**config.mk**
```make
export PLATFORM = sky130hd
export DESIGN_NAME = ec_ctrl
export DESIGN_NICKNAME = d
export VERILOG_FILES = /design/src/design/ec_ctrl.v /design/src/design/quiet_code.v
export VERILOG_INCLUDE_DIRS = /design/src /design/src/design
export SDC_FILE = /design/constraint.sdc
export NUM_CORES = 1
export LEC_CHECK = 0
export ABC_AREA = 1
export BUFFER_PORTS_ARGS = -buffer_cell sky130_fd_sc_hd__buf_2
export CAP_MARGIN = 20
export CORE_ASPECT_RATIO = 0.7
export CORE_MARGIN = 8
export CORE_UTILIZATION = 48
export CTS_CLUSTER_DIAMETER = 120
export DETAILED_ROUTE_END_ITERATION = 8
export PLACE_DENSITY_LB_ADDON = 0.15
export REMOVE_ABC_BUFFERS = 1
export SLEW_MARGIN = 20
export SYNTH_ARGS = -nofsm -noshare
export SYNTH_HDL_FRONTEND = slang
export SYNTH_SLANG_ARGS = --single-unit
```
**constraint.sdc**
```tcl
create_clock -name i_mclk -period 1.55 [get_ports i_mclk]
set_input_delay 0.31 -clock i_mclk [delete_from_list [all_inputs] [get_ports i_mclk]]
set_output_delay 0.31 -clock i_mclk [all_outputs]
set_load 0.01 [all_outputs]
```
**src/design/ec_ctrl_regs.vh**
```
// Register offsets, field positions, reset values and timing counts
`ifndef EC_CTRL_REGS_VH
`define EC_CTRL_REGS_VH
`define ADDR_MAIN_CONTROL      8'h00
`define ADDR_LINE_CONTROL      8'h01
`define ADDR_ACOUSTIC_CONTROL  8'h21
`define RST_MAIN_CONTROL       8'h00
`define RST_LINE_CONTROL       8'h00
`define RST_ACOUSTIC_CONTROL   8'h00
`define MAIN_SOFT_RESET        0
`define MAIN_HOWL_DIS          1
`define MAIN_GAIN_DIS          2
`define MAIN_NARROW_DIS        3
`define MAIN_BYPASS            4
`define MAIN_MUTE_SEND         5
`define MAIN_MUTE_RECV         6
`define MAIN_SHIFT_GATE        7
`define CC_SUB_BYPASS          0
`define CC_FREEZE              1
`define CC_COEF_CLEAR          2
`define CC_OFFSET_BYPASS       3
`define CC_NOISE_DIS           4
`define CC_NONLIN_DIS          5
`define CC_SPEED_DIS           6
`define CC_BIT7                7
`define INIT_CYCLES            16
`define FMT_ULAW               2'h0
`define FMT_ALAW               2'h1
`define FMT_LINEAR             2'h2
`define QUIET_ULAW             8'hFF
`define QUIET_ALAW             8'hD5
`endif

```
**src/design/ec_ctrl.v**
```verilog
// Control register bank of the dual echo canceller
// Overview of operation
// - Main bit 0 reloads every register default.
// - Soft reset bit self-clears when init done.
// - Main bit 1 disables howling detection.
// - Main bit 2 disables automatic gain control.
// - Main bit 3 disables both narrowband detectors.
// - Main bit 4 bypasses send and receive paths.
// - Main bit 5 mutes send output, quiet code.
// - Main bit 6 mutes receive output, quiet code.
// - Main bit 7 gates the shift mode.
// - Canceller bit 0 stops estimate subtraction.
// - Canceller bit 1 freezes filter adaptation.
// - Canceller bit 2 clears filter coefficients.
// - Acoustic bit 3 bypasses send offset nulling.
// - Line bit 3 bypasses receive offset nulling.
// - Canceller bit 4 disables noise fill.
// - Acoustic bit 5 disables send nonlinear processor.
// - Line bit 5 disables receive nonlinear processor.
// - Canceller bit 6 disables adaptation speed control.
// - Acoustic bit 7 disables exponential weighting.
// - Shift mode scales inputs right, outputs left.
// - Shift ignored unless both ports linear.
// - Shift ignored when main bit 7 clear.
`include "ec_ctrl_regs.vh"
module ec_ctrl #(
	parameter INIT_CYCLES = `INIT_CYCLES
) (
	input  wire        i_mclk,
	input  wire        i_nrst,
	input  wire        i_wr,
	input  wire        i_rd,
	input  wire [7:0]  i_addr,
	input  wire [7:0]  i_wdata,
	output reg  [7:0]  o_rdata,
	output reg         o_rvalid,
	input  wire [1:0]  i_send_format,
	input  wire [1:0]  i_recv_format,
	output reg         o_howl_detect_disable,
	output reg         o_auto_gain_disable,
	output reg         o_narrowband_detect_disable,
	output reg         o_path_bypass,
	output reg         o_send_mute,
	output reg         o_recv_mute,
	output reg  [15:0] o_send_quiet,
	output reg  [15:0] o_recv_quiet,
	output reg         o_two_bit_scaling,
	output reg  [1:0]  o_estimate_subtract_bypass,
	output reg  [1:0]  o_filter_update_freeze,
	output reg  [1:0]  o_coefficient_clear,
	output reg  [1:0]  o_offset_null_bypass,
	output reg  [1:0]  o_noise_fill_disable,
	output reg  [1:0]  o_nonlinear_proc_disable,
	output reg  [1:0]  o_step_speed_ctrl_disable,
	output reg         o_weighting_disable,
	output reg         o_init_busy
);
	// ------------------------------------------------------------
	// Registers and init sequencer
	// ------------------------------------------------------------
	localparam ST_IDLE = 2'b01;
	localparam ST_INIT = 2'b10;

	reg  [7:0]  main_control;
	reg  [7:0]  line_canceller_control;
	reg  [7:0]  acoustic_canceller_control;
	reg  [1:0]  state;
	reg  [15:0] init_count;
	wire [15:0] send_quiet;
	wire [15:0] recv_quiet;
	wire        both_linear;

	assign both_linear = (i_send_format == `FMT_LINEAR) &&
		(i_recv_format == `FMT_LINEAR);

	always @(posedge i_mclk) begin
		if (!i_nrst) begin
			main_control <= `RST_MAIN_CONTROL;
			line_canceller_control <= `RST_LINE_CONTROL;
			acoustic_canceller_control <= `RST_ACOUSTIC_CONTROL;
			state <= ST_IDLE;
			init_count <= 16'h0000;
		end else begin
			case (state)
				ST_IDLE: begin
					if (i_wr && i_addr == `ADDR_MAIN_CONTROL &&
						i_wdata[`MAIN_SOFT_RESET]) begin
						main_control <= `RST_MAIN_CONTROL | 8'h01;
						line_canceller_control <= `RST_LINE_CONTROL;
						acoustic_canceller_control <=
							`RST_ACOUSTIC_CONTROL;
						init_count <= 16'h0000;
						state <= ST_INIT;
					end else if (i_wr) begin
						case (i_addr)
							`ADDR_MAIN_CONTROL:
								main_control <= i_wdata;
							`ADDR_LINE_CONTROL:
								line_canceller_control <= i_wdata;
							`ADDR_ACOUSTIC_CONTROL:
								acoustic_canceller_control <= i_wdata;
							default: ;
						endcase
					end
				end
				ST_INIT: begin
					if (init_count == INIT_CYCLES[15:0] - 16'h0001) begin
						main_control[`MAIN_SOFT_RESET] <= 1'b0;
						state <= ST_IDLE;
					end else begin
						init_count <= init_count + 16'h0001;
					end
				end
				default: state <= ST_IDLE;
			endcase
		end
	end

	// ------------------------------------------------------------
	// Read port
	// ------------------------------------------------------------
	always @(posedge i_mclk) begin
		if (!i_nrst) begin
			o_rdata <= 8'h00;
			o_rvalid <= 1'b0;
		end else begin
			o_rvalid <= i_rd;
			case (i_addr)
				`ADDR_MAIN_CONTROL:     o_rdata <= main_control;
				`ADDR_LINE_CONTROL:     o_rdata <= line_canceller_control;
				`ADDR_ACOUSTIC_CONTROL: o_rdata <= acoustic_canceller_control;
				default:                o_rdata <= 8'h00;
			endcase
		end
	end

	// ------------------------------------------------------------
	// Quiet codes
	// ------------------------------------------------------------
	quiet_code u_send_quiet (
		.i_format (i_send_format),
		.o_quiet  (send_quiet)
	);
	quiet_code u_recv_quiet (
		.i_format (i_recv_format),
		.o_quiet  (recv_quiet)
	);

	// ------------------------------------------------------------
	// Control outputs, index 0 acoustic, index 1 line
	// ------------------------------------------------------------
	always @(posedge i_mclk) begin
		if (!i_nrst) begin
			o_howl_detect_disable <= 1'b0;
			o_auto_gain_disable <= 1'b0;
			o_narrowband_detect_disable <= 1'b0;
			o_path_bypass <= 1'b0;
			o_send_mute <= 1'b0;
			o_recv_mute <= 1'b0;
			o_send_quiet <= 16'h0000;
			o_recv_quiet <= 16'h0000;
			o_two_bit_scaling <= 1'b0;
			o_estimate_subtract_bypass <= 2'h0;
			o_filter_update_freeze <= 2'h0;
			o_coefficient_clear <= 2'h0;
			o_offset_null_bypass <= 2'h0;
			o_noise_fill_disable <= 2'h0;
			o_nonlinear_proc_disable <= 2'h0;
			o_step_speed_ctrl_disable <= 2'h0;
			o_weighting_disable <= 1'b0;
			o_init_busy <= 1'b0;
		end else begin
			o_howl_detect_disable <= main_control[`MAIN_HOWL_DIS];
			o_auto_gain_disable <= main_control[`MAIN_GAIN_DIS];
			o_narrowband_detect_disable <=
				main_control[`MAIN_NARROW_DIS];
			o_path_bypass <= main_control[`MAIN_BYPASS];
			o_send_mute <= main_control[`MAIN_MUTE_SEND];
			o_recv_mute <= main_control[`MAIN_MUTE_RECV];
			o_send_quiet <= send_quiet;
			o_recv_quiet <= recv_quiet;
			o_two_bit_scaling <= main_control[`MAIN_SHIFT_GATE] &&
				line_canceller_control[`CC_BIT7] &&
				both_linear;
			o_estimate_subtract_bypass <= {
				line_canceller_control[`CC_SUB_BYPASS],
				acoustic_canceller_control[`CC_SUB_BYPASS]};
			o_filter_update_freeze <= {
				line_canceller_control[`CC_FREEZE],
				acoustic_canceller_control[`CC_FREEZE]};
			o_coefficient_clear <= {
				line_canceller_control[`CC_COEF_CLEAR],
				acoustic_canceller_control[`CC_COEF_CLEAR]};
			o_offset_null_bypass <= {
				line_canceller_control[`CC_OFFSET_BYPASS],
				acoustic_canceller_control[`CC_OFFSET_BYPASS]};
			o_noise_fill_disable <= {
				line_canceller_control[`CC_NOISE_DIS],
				acoustic_canceller_control[`CC_NOISE_DIS]};
			o_nonlinear_proc_disable <= {
				line_canceller_control[`CC_NONLIN_DIS],
				acoustic_canceller_control[`CC_NONLIN_DIS]};
			o_step_speed_ctrl_disable <= {
				line_canceller_control[`CC_SPEED_DIS],
				acoustic_canceller_control[`CC_SPEED_DIS]};
			o_weighting_disable <= acoustic_canceller_control[`CC_BIT7];
			o_init_busy <= (state == ST_INIT);
		end
	end
endmodule

```
**src/design/quiet_code.v**
```verilog
// Silence code chooser for one PCM port
`include "ec_ctrl_regs.vh"
module quiet_code (
	input  wire [1:0]  i_format,
	output reg  [15:0] o_quiet
);
	always @* begin
		case (i_format)
			`FMT_ULAW: o_quiet = {8'h00, `QUIET_ULAW};
			`FMT_ALAW: o_quiet = {8'h00, `QUIET_ALAW};
			default:   o_quiet = 16'h0000;
		endcase
	end
endmodule

```
After elaboration in Yosys (flattened, before gate mapping) --
Cells that the tools add are included.
Storage, ports and cells: register bits after elaboration 106, output and inout port bits 64, logic and storage cells 80, bits of input ports 24
Cells by class: reductions and logical operators 19, $add $sub $neg 1, muxes and demuxes 20, equality and inequality tests 14
Operators by type and width (number):
- $mux W8 | 9
- $mux W16 | 2
- $pmux W16 S2 | 1
- $pmux W8 S2 | 2
- $pmux W8 S3 | 1
- $add A16 B1 Y16 const B | 1
- $eq A16 B4 Y1 const B | 1
- $reduce_and A3 Y1 | 4
- $reduce_bool A2 Y1 | 5
- $eq A8 B1 Y1 const B | 1
- $eq A8 B6 Y1 const B | 1
- $logic_not A8 Y1 | 1
- $eq A2 B1 Y1 const B | 3
- $eq A2 B2 Y1 const B | 3
- $ne A2 B2 Y1 const B | 3
- $ne A3 B3 Y1 const B | 2
- $logic_and A1 B1 Y1 | 5
- $logic_not A2 Y1 | 2
- $mux W2 | 2
- $pmux W2 S2 | 1
- $reduce_and A4 Y1 | 1
- $pmux W1 S2 | 1
- $reduce_and A2 Y1 | 1
- $mux W1 | 1

Longest topological paths before layout --
depth after elaboration 5, mapped depth 11, depth with buffers taken out 11

Modules after synthesis --
A second synthesis with hierarchy kept.
Unflattened totals: cells, all modules 627, area total of the unflattened synthesis 4471.8 µm²
Modules (own cells, without submodules):
- ec_ctrl | times used 1, sequential area each 2122.0 µm², cells an instance 593, area an instance 4239.1 µm²
- quiet_code | times used 2, sequential area each 0.0 µm², cells an instance 17, area an instance 116.4 µm²

Worst setup path after synthesis --
OpenSTA, ideal clock, no wires.
path type register to register, start register init_count[0], end register init_count[10], clock period less this slack 1.460 ns, arrival time 1.328 ns, required time 1.418 ns, setup slack 0.090 ns, buffers on the path 1, setup time 0.132 ns, stages on the path, launching flop included 10, cells stage by stage dfxtp_1 ha_1 nand3_1 nor2_2 nand3_2 nand2_4 inv_4 buf_2 nand3_1 a21oi_1
Between the ends: word-level cells in the longest chain between the ends 3, elaborated cells on any way between the ends 6, classes of those cells add/sub (1); eq/ne (2); mux (2); reduce/logical (1)
Ends and longest elaborated chain:
- from (decl) | line ec_ctrl.v:68 | reg [15:0] init_count;
- from (signal assigned) | line ec_ctrl.v:111 | init_count <= init_count + 16'h0001;
- $add A16 B1 Y16 / $eq A16 B4 Y1 (equally long branches) | line ec_ctrl.v:111, ec_ctrl.v:107
- $mux W16 / $ne A2 B2 Y1 (equally long branches)
- $pmux W16 S2 / $reduce_and A3 Y1 (equally long branches)
Parallel ways exist; a longest one is shown, timed or not. The select of a mux whose other input is x is not followed. A chain may end at the register's enable or synchronous reset.

Worst setup path in the final report --
start register init_count[1], end register init_count[11]
Same word-level chain as after synthesis.

==> metrics.md <==
| Metric | Value |
|---|---|
| Peak VDD IR | `0.7301 mV` |
| Layout cells sized above 1 | `0.2363` |
| Rows | `27` |
| Post-synth EDFFs | `0` |
| RSZ-0062 raised after global routing | `false` |
| Final #Nets | `around 640` |
| Hold Vio Cnt, Final | `0` |
| Die Y | `roughly 90 um` |
| Max incr delay on CP | `0.36 ns` |
| Critical Path AT | `approximately 1.7 ns` |
| Detail Placement HPWL | `6641 um` |
| Antenna violations before repair | `0` |
| Ys async rst share | `0` |
| Fin Hold WS | `0.1459 ns` |
| Critical-path maximum fanout | `4` |
| Total grt overflow | `0` |
| Critical path's slowest cell | `dfxtp_2` |
| Hold_sp | `i_rd` |
| CP Launch Type | `register` |
| Global-route wire length before repair | `~14000 um` |
| PD cells | `~1100 mW/mm^2` |
| Minimum clock period | `~1.4 ns` |
| Chip width | `121.3 um` |
| Critical path's most frequent cell | `nand2_1` |
| Syn. warnings | `0` |
| Most numerous cell in the Yosys netlist | `nand2_1` |
| FF-to-FF End | `init_count[11]` |
| Largest net degree at the start of global routing | `33` |
| Vias per cell | `~4.8` |
| CTS clk-pin slew, worst paths | `roughly 0.090 ns` |
| Worst min-delay path class | `in2reg` |
| Origin of the critical flop-to-flop path | `init_count[1]` |
| Buf+Inv Stages, Crit Path | `2` |
| Routability congestion estimate from global placement | `roughly 0.87` |
| Commonest cells in the netlist | `nand2_1 (156), dfxtp_1 (78), inv_1 (58)` |
| Synth Flop Type | `dfxtp_1` |
| FILL cells | `743` |
| Clock Latency Late Sink | `0.34 ns` |
| PortBufs | `between 70 and 80` |
| Initial Util | `0.4833` |
| Worst Skew | `roughly 0.0091 ns` |
| Root buf cell | `clkbuf_8` |
| Final core occ | `0.5843` |
| Synth top area cells | `dfxtp_1 (42%), nand2_1 (16%), nand3_1 (7.1%), buf_4 (6.7%), inv_1 (5.8%)` |
| Leak | `0.002265 uW` |
| Post-synthesis cell type count | `33` |
| CTS buffer count | `9` |
| R2R depth | `9` |
| Setup Viol. Count Final | `0` |
| DR vias | `~3400` |
| Slew Viols, Final | `0` |
| Crit path required time | `between 1.5 and 2 ns` |
| Ports | `a little under 90` |
| CTS tree | `done` |
| Sequential area share after synthesis | `0.4195` |
| CTS Hold Bufs | `0` |
| Dpl cells | `roughly 710` |
| Core Area | `about 0.0077 mm^2` |
| # clock sinks | `78` |
| Final std cells w/o fill | `slightly above 700` |
| Residual DRC | `0` |
| Post-synthesis register bit count | `just under 80` |
| Vias in the first global route | `between 3000 and 4000` |
| Antenna cell count | `0` |
| Area growth syn-to-layout | `20.91%` |
| Cell taking the most area after synthesis | `dfxtp_1` |
| R2R Setup Slk | `about 0.11 ns` |
| Fmax | `approximately 690 MHz` |
| Crit share post-route | `0.9305` |
| Max-cap violation count | `0` |
| DRT iter0 DRCs | `between 200 and 250` |
| Status | `finished clean` |
| Post-Synthesis Cells | `roughly 540` |
| Crit path capture type | `register` |
| Final WL | `between 9000 and 10000 um` |
| Tot GR Track Use | `0.1633` |
| Synth top area share | `0.4195` |
| Syn Area/Cell | `6.932 um^2` |
| End point of the worst hold path | `o_rvalid` |
| Total iterations of the first detailed-routing run | `5` |
| H-Tree Depth | `3` |
| Die Footprint | `around 0.011 mm^2` |
| Delay-heaviest family, CP | `simple AND/OR/NAND/NOR gates` |
| Crit Path Category | `reg2reg` |
| CTS max path bufs | `2` |
| Hold depth | `3` |
| CP cell instances | `buf_4 > nand2_1 > nor2_4 > nand3_1 > or2_0 > nand3b_1 > nand2_1 > nand2_1 > inv_1` |
| Routed Antenna Nets | `0` |
| Mapped Area | `about 0.0037 mm^2` |
| Drt wl/cell | `approximately 13 um` |
==> metrics by stage <==
| stage | power [uW] | TNS [ns] | instance area [um^2] | setup slack, ns |
|---|---|---|---|---|
| 2_1_floorplan | 2606 | -1.468 | 3457 | -0.1753 |
| 3_3_place_gp | 2978 | -0.2905 | 4194 | -0.03367 |
| 3_5_place_dp | 2992 | -1.098 | 4194 | -0.06012 |
| 4_1_cts | 4709 | 0 | 4439 | 0.002902 |
| 5_1_grt | 4966 | 0 | 4501 | 0.0005842 |
| 6_report | 4754 | 0 | 4501 | 0.1077 |
==> kinds of logic after synthesis <==
group / synth area share
buffers and inverters: 0.1496
other: 0.001007
AO/OA/AOI/OAI: 0.07193
AND/OR/NAND/NOR: 0.3479
adder cells (fa/ha/maj): 0.01009
flip-flops: 0.4195
==> placed cells by master (no fill, tap or decap) <==
cell type / count
nand2_4: 2
inv_6: 1
nand4_1: 5
ha_2: 1
nand3b_1: 2
nand2_2: 5
nor4b_2: 1
o21bai_1: 2
o21ai_1: 3
nand3_4: 1
a21oi_1: 38
nand2_1: 155
clkinv_4: 4
dfxtp_1: 71
nand3_1: 52
buf_2: 71
nand3_2: 2
nor2_4: 5
conb_1: 16
buf_4: 27
bufinv_16: 2
o21ai_0: 8
nor2_1: 57
dfxtp_2: 7
nor3_1: 3
clkbuf_8: 10
inv_4: 1
ha_4: 1
nor4_1: 1
nand2_8: 2
buf_12: 3
clkinv_1: 1
inv_2: 1
ha_1: 1
inv_1: 58
or2_0: 1
o211ai_1: 1
==> area by class of cell <==
cell class | count | area, um^2 | share of cell area
multi-input cells | 365 | 1713 | 0.3806
inverters | 62 | 240.2 | 0.05338
clock buffers | 10 | 137.6 | 0.03058
well taps | 101 | 126.4 | 0.02808
clock inverters | 6 | 95.09 | 0.02113
flip-flops and latches | 78 | 1570 | 0.3489
repair buffers | 101 | 618.1 | 0.1373
==> timing repair <==
action | 4_1_cts | 5_1_grt
pin swaps | 1 | 3
endpoints found under the setup margin | 13 | 20
gates resized for setup | 1 | 18
cloned | 0 | 1
buffers inserted | 1 | 0
==> routing by layer <==
layer	global-route usage	routed length, um
met5	0	0
met4	0.04125	76
met2	0.2330	3542
met1	0.2356	4661
met3	0.04497	784
==> worst register-to-register path, cell delays in order (launching register included) <==
cell and delay (ns):
dfxtp_2 0.36, buf_4 0.13, nand2_1 0.08, nor2_4 0.13
nand3_1 0.12, or2_0 0.25, nand3b_1 0.18, nand2_1 0.07
nand2_1 0.05, inv_1 0.04
==> flip-flops by register name (all words and copies together) (netlist names), 2 cells and up <==
signal	flops
state	2
o_recv_quiet	2
o_noise_fill_disable	2
o_rdata	8
o_step_speed_ctrl_disable	2
acoustic_canceller_control	8
o_nonlinear_proc_disable	2
o_coefficient_clear	2
main_control	8
o_estimate_subtract_bypass	2
o_send_quiet	2
o_offset_null_bypass	2
init_count	16
o_filter_update_freeze	2
line_canceller_control	8
==> power breakdown <==
group          internal [uW]  switching (uW)
Sequential              2030            17.2
Combinational            319             662
Clock                    962             763
Total                   3310            1440
==> how the worst max path moves through the flow <==
| stage | from | cells after the start | end | slack (ns) |
|---|---|---|---|---|
| after global placement | i_addr[7] | 9 | acoustic_canceller_control[0] | -0.03 |
| after detailed placement | i_addr[3] | 9 | acoustic_canceller_control[6] | -0.06 |
| after global routing | init_count[1] | 10 | init_count[5] | 0.0006 |
| final | init_count[1] | 9 | init_count[11] | 0.11 |
| after CTS | init_count[0] | 9 | init_count[5] | 0.003 |
| after floorplan | state[1] | 11 | main_control[0] | -0.18 |
Note: power is estimated with default switching activity, not from simulation.
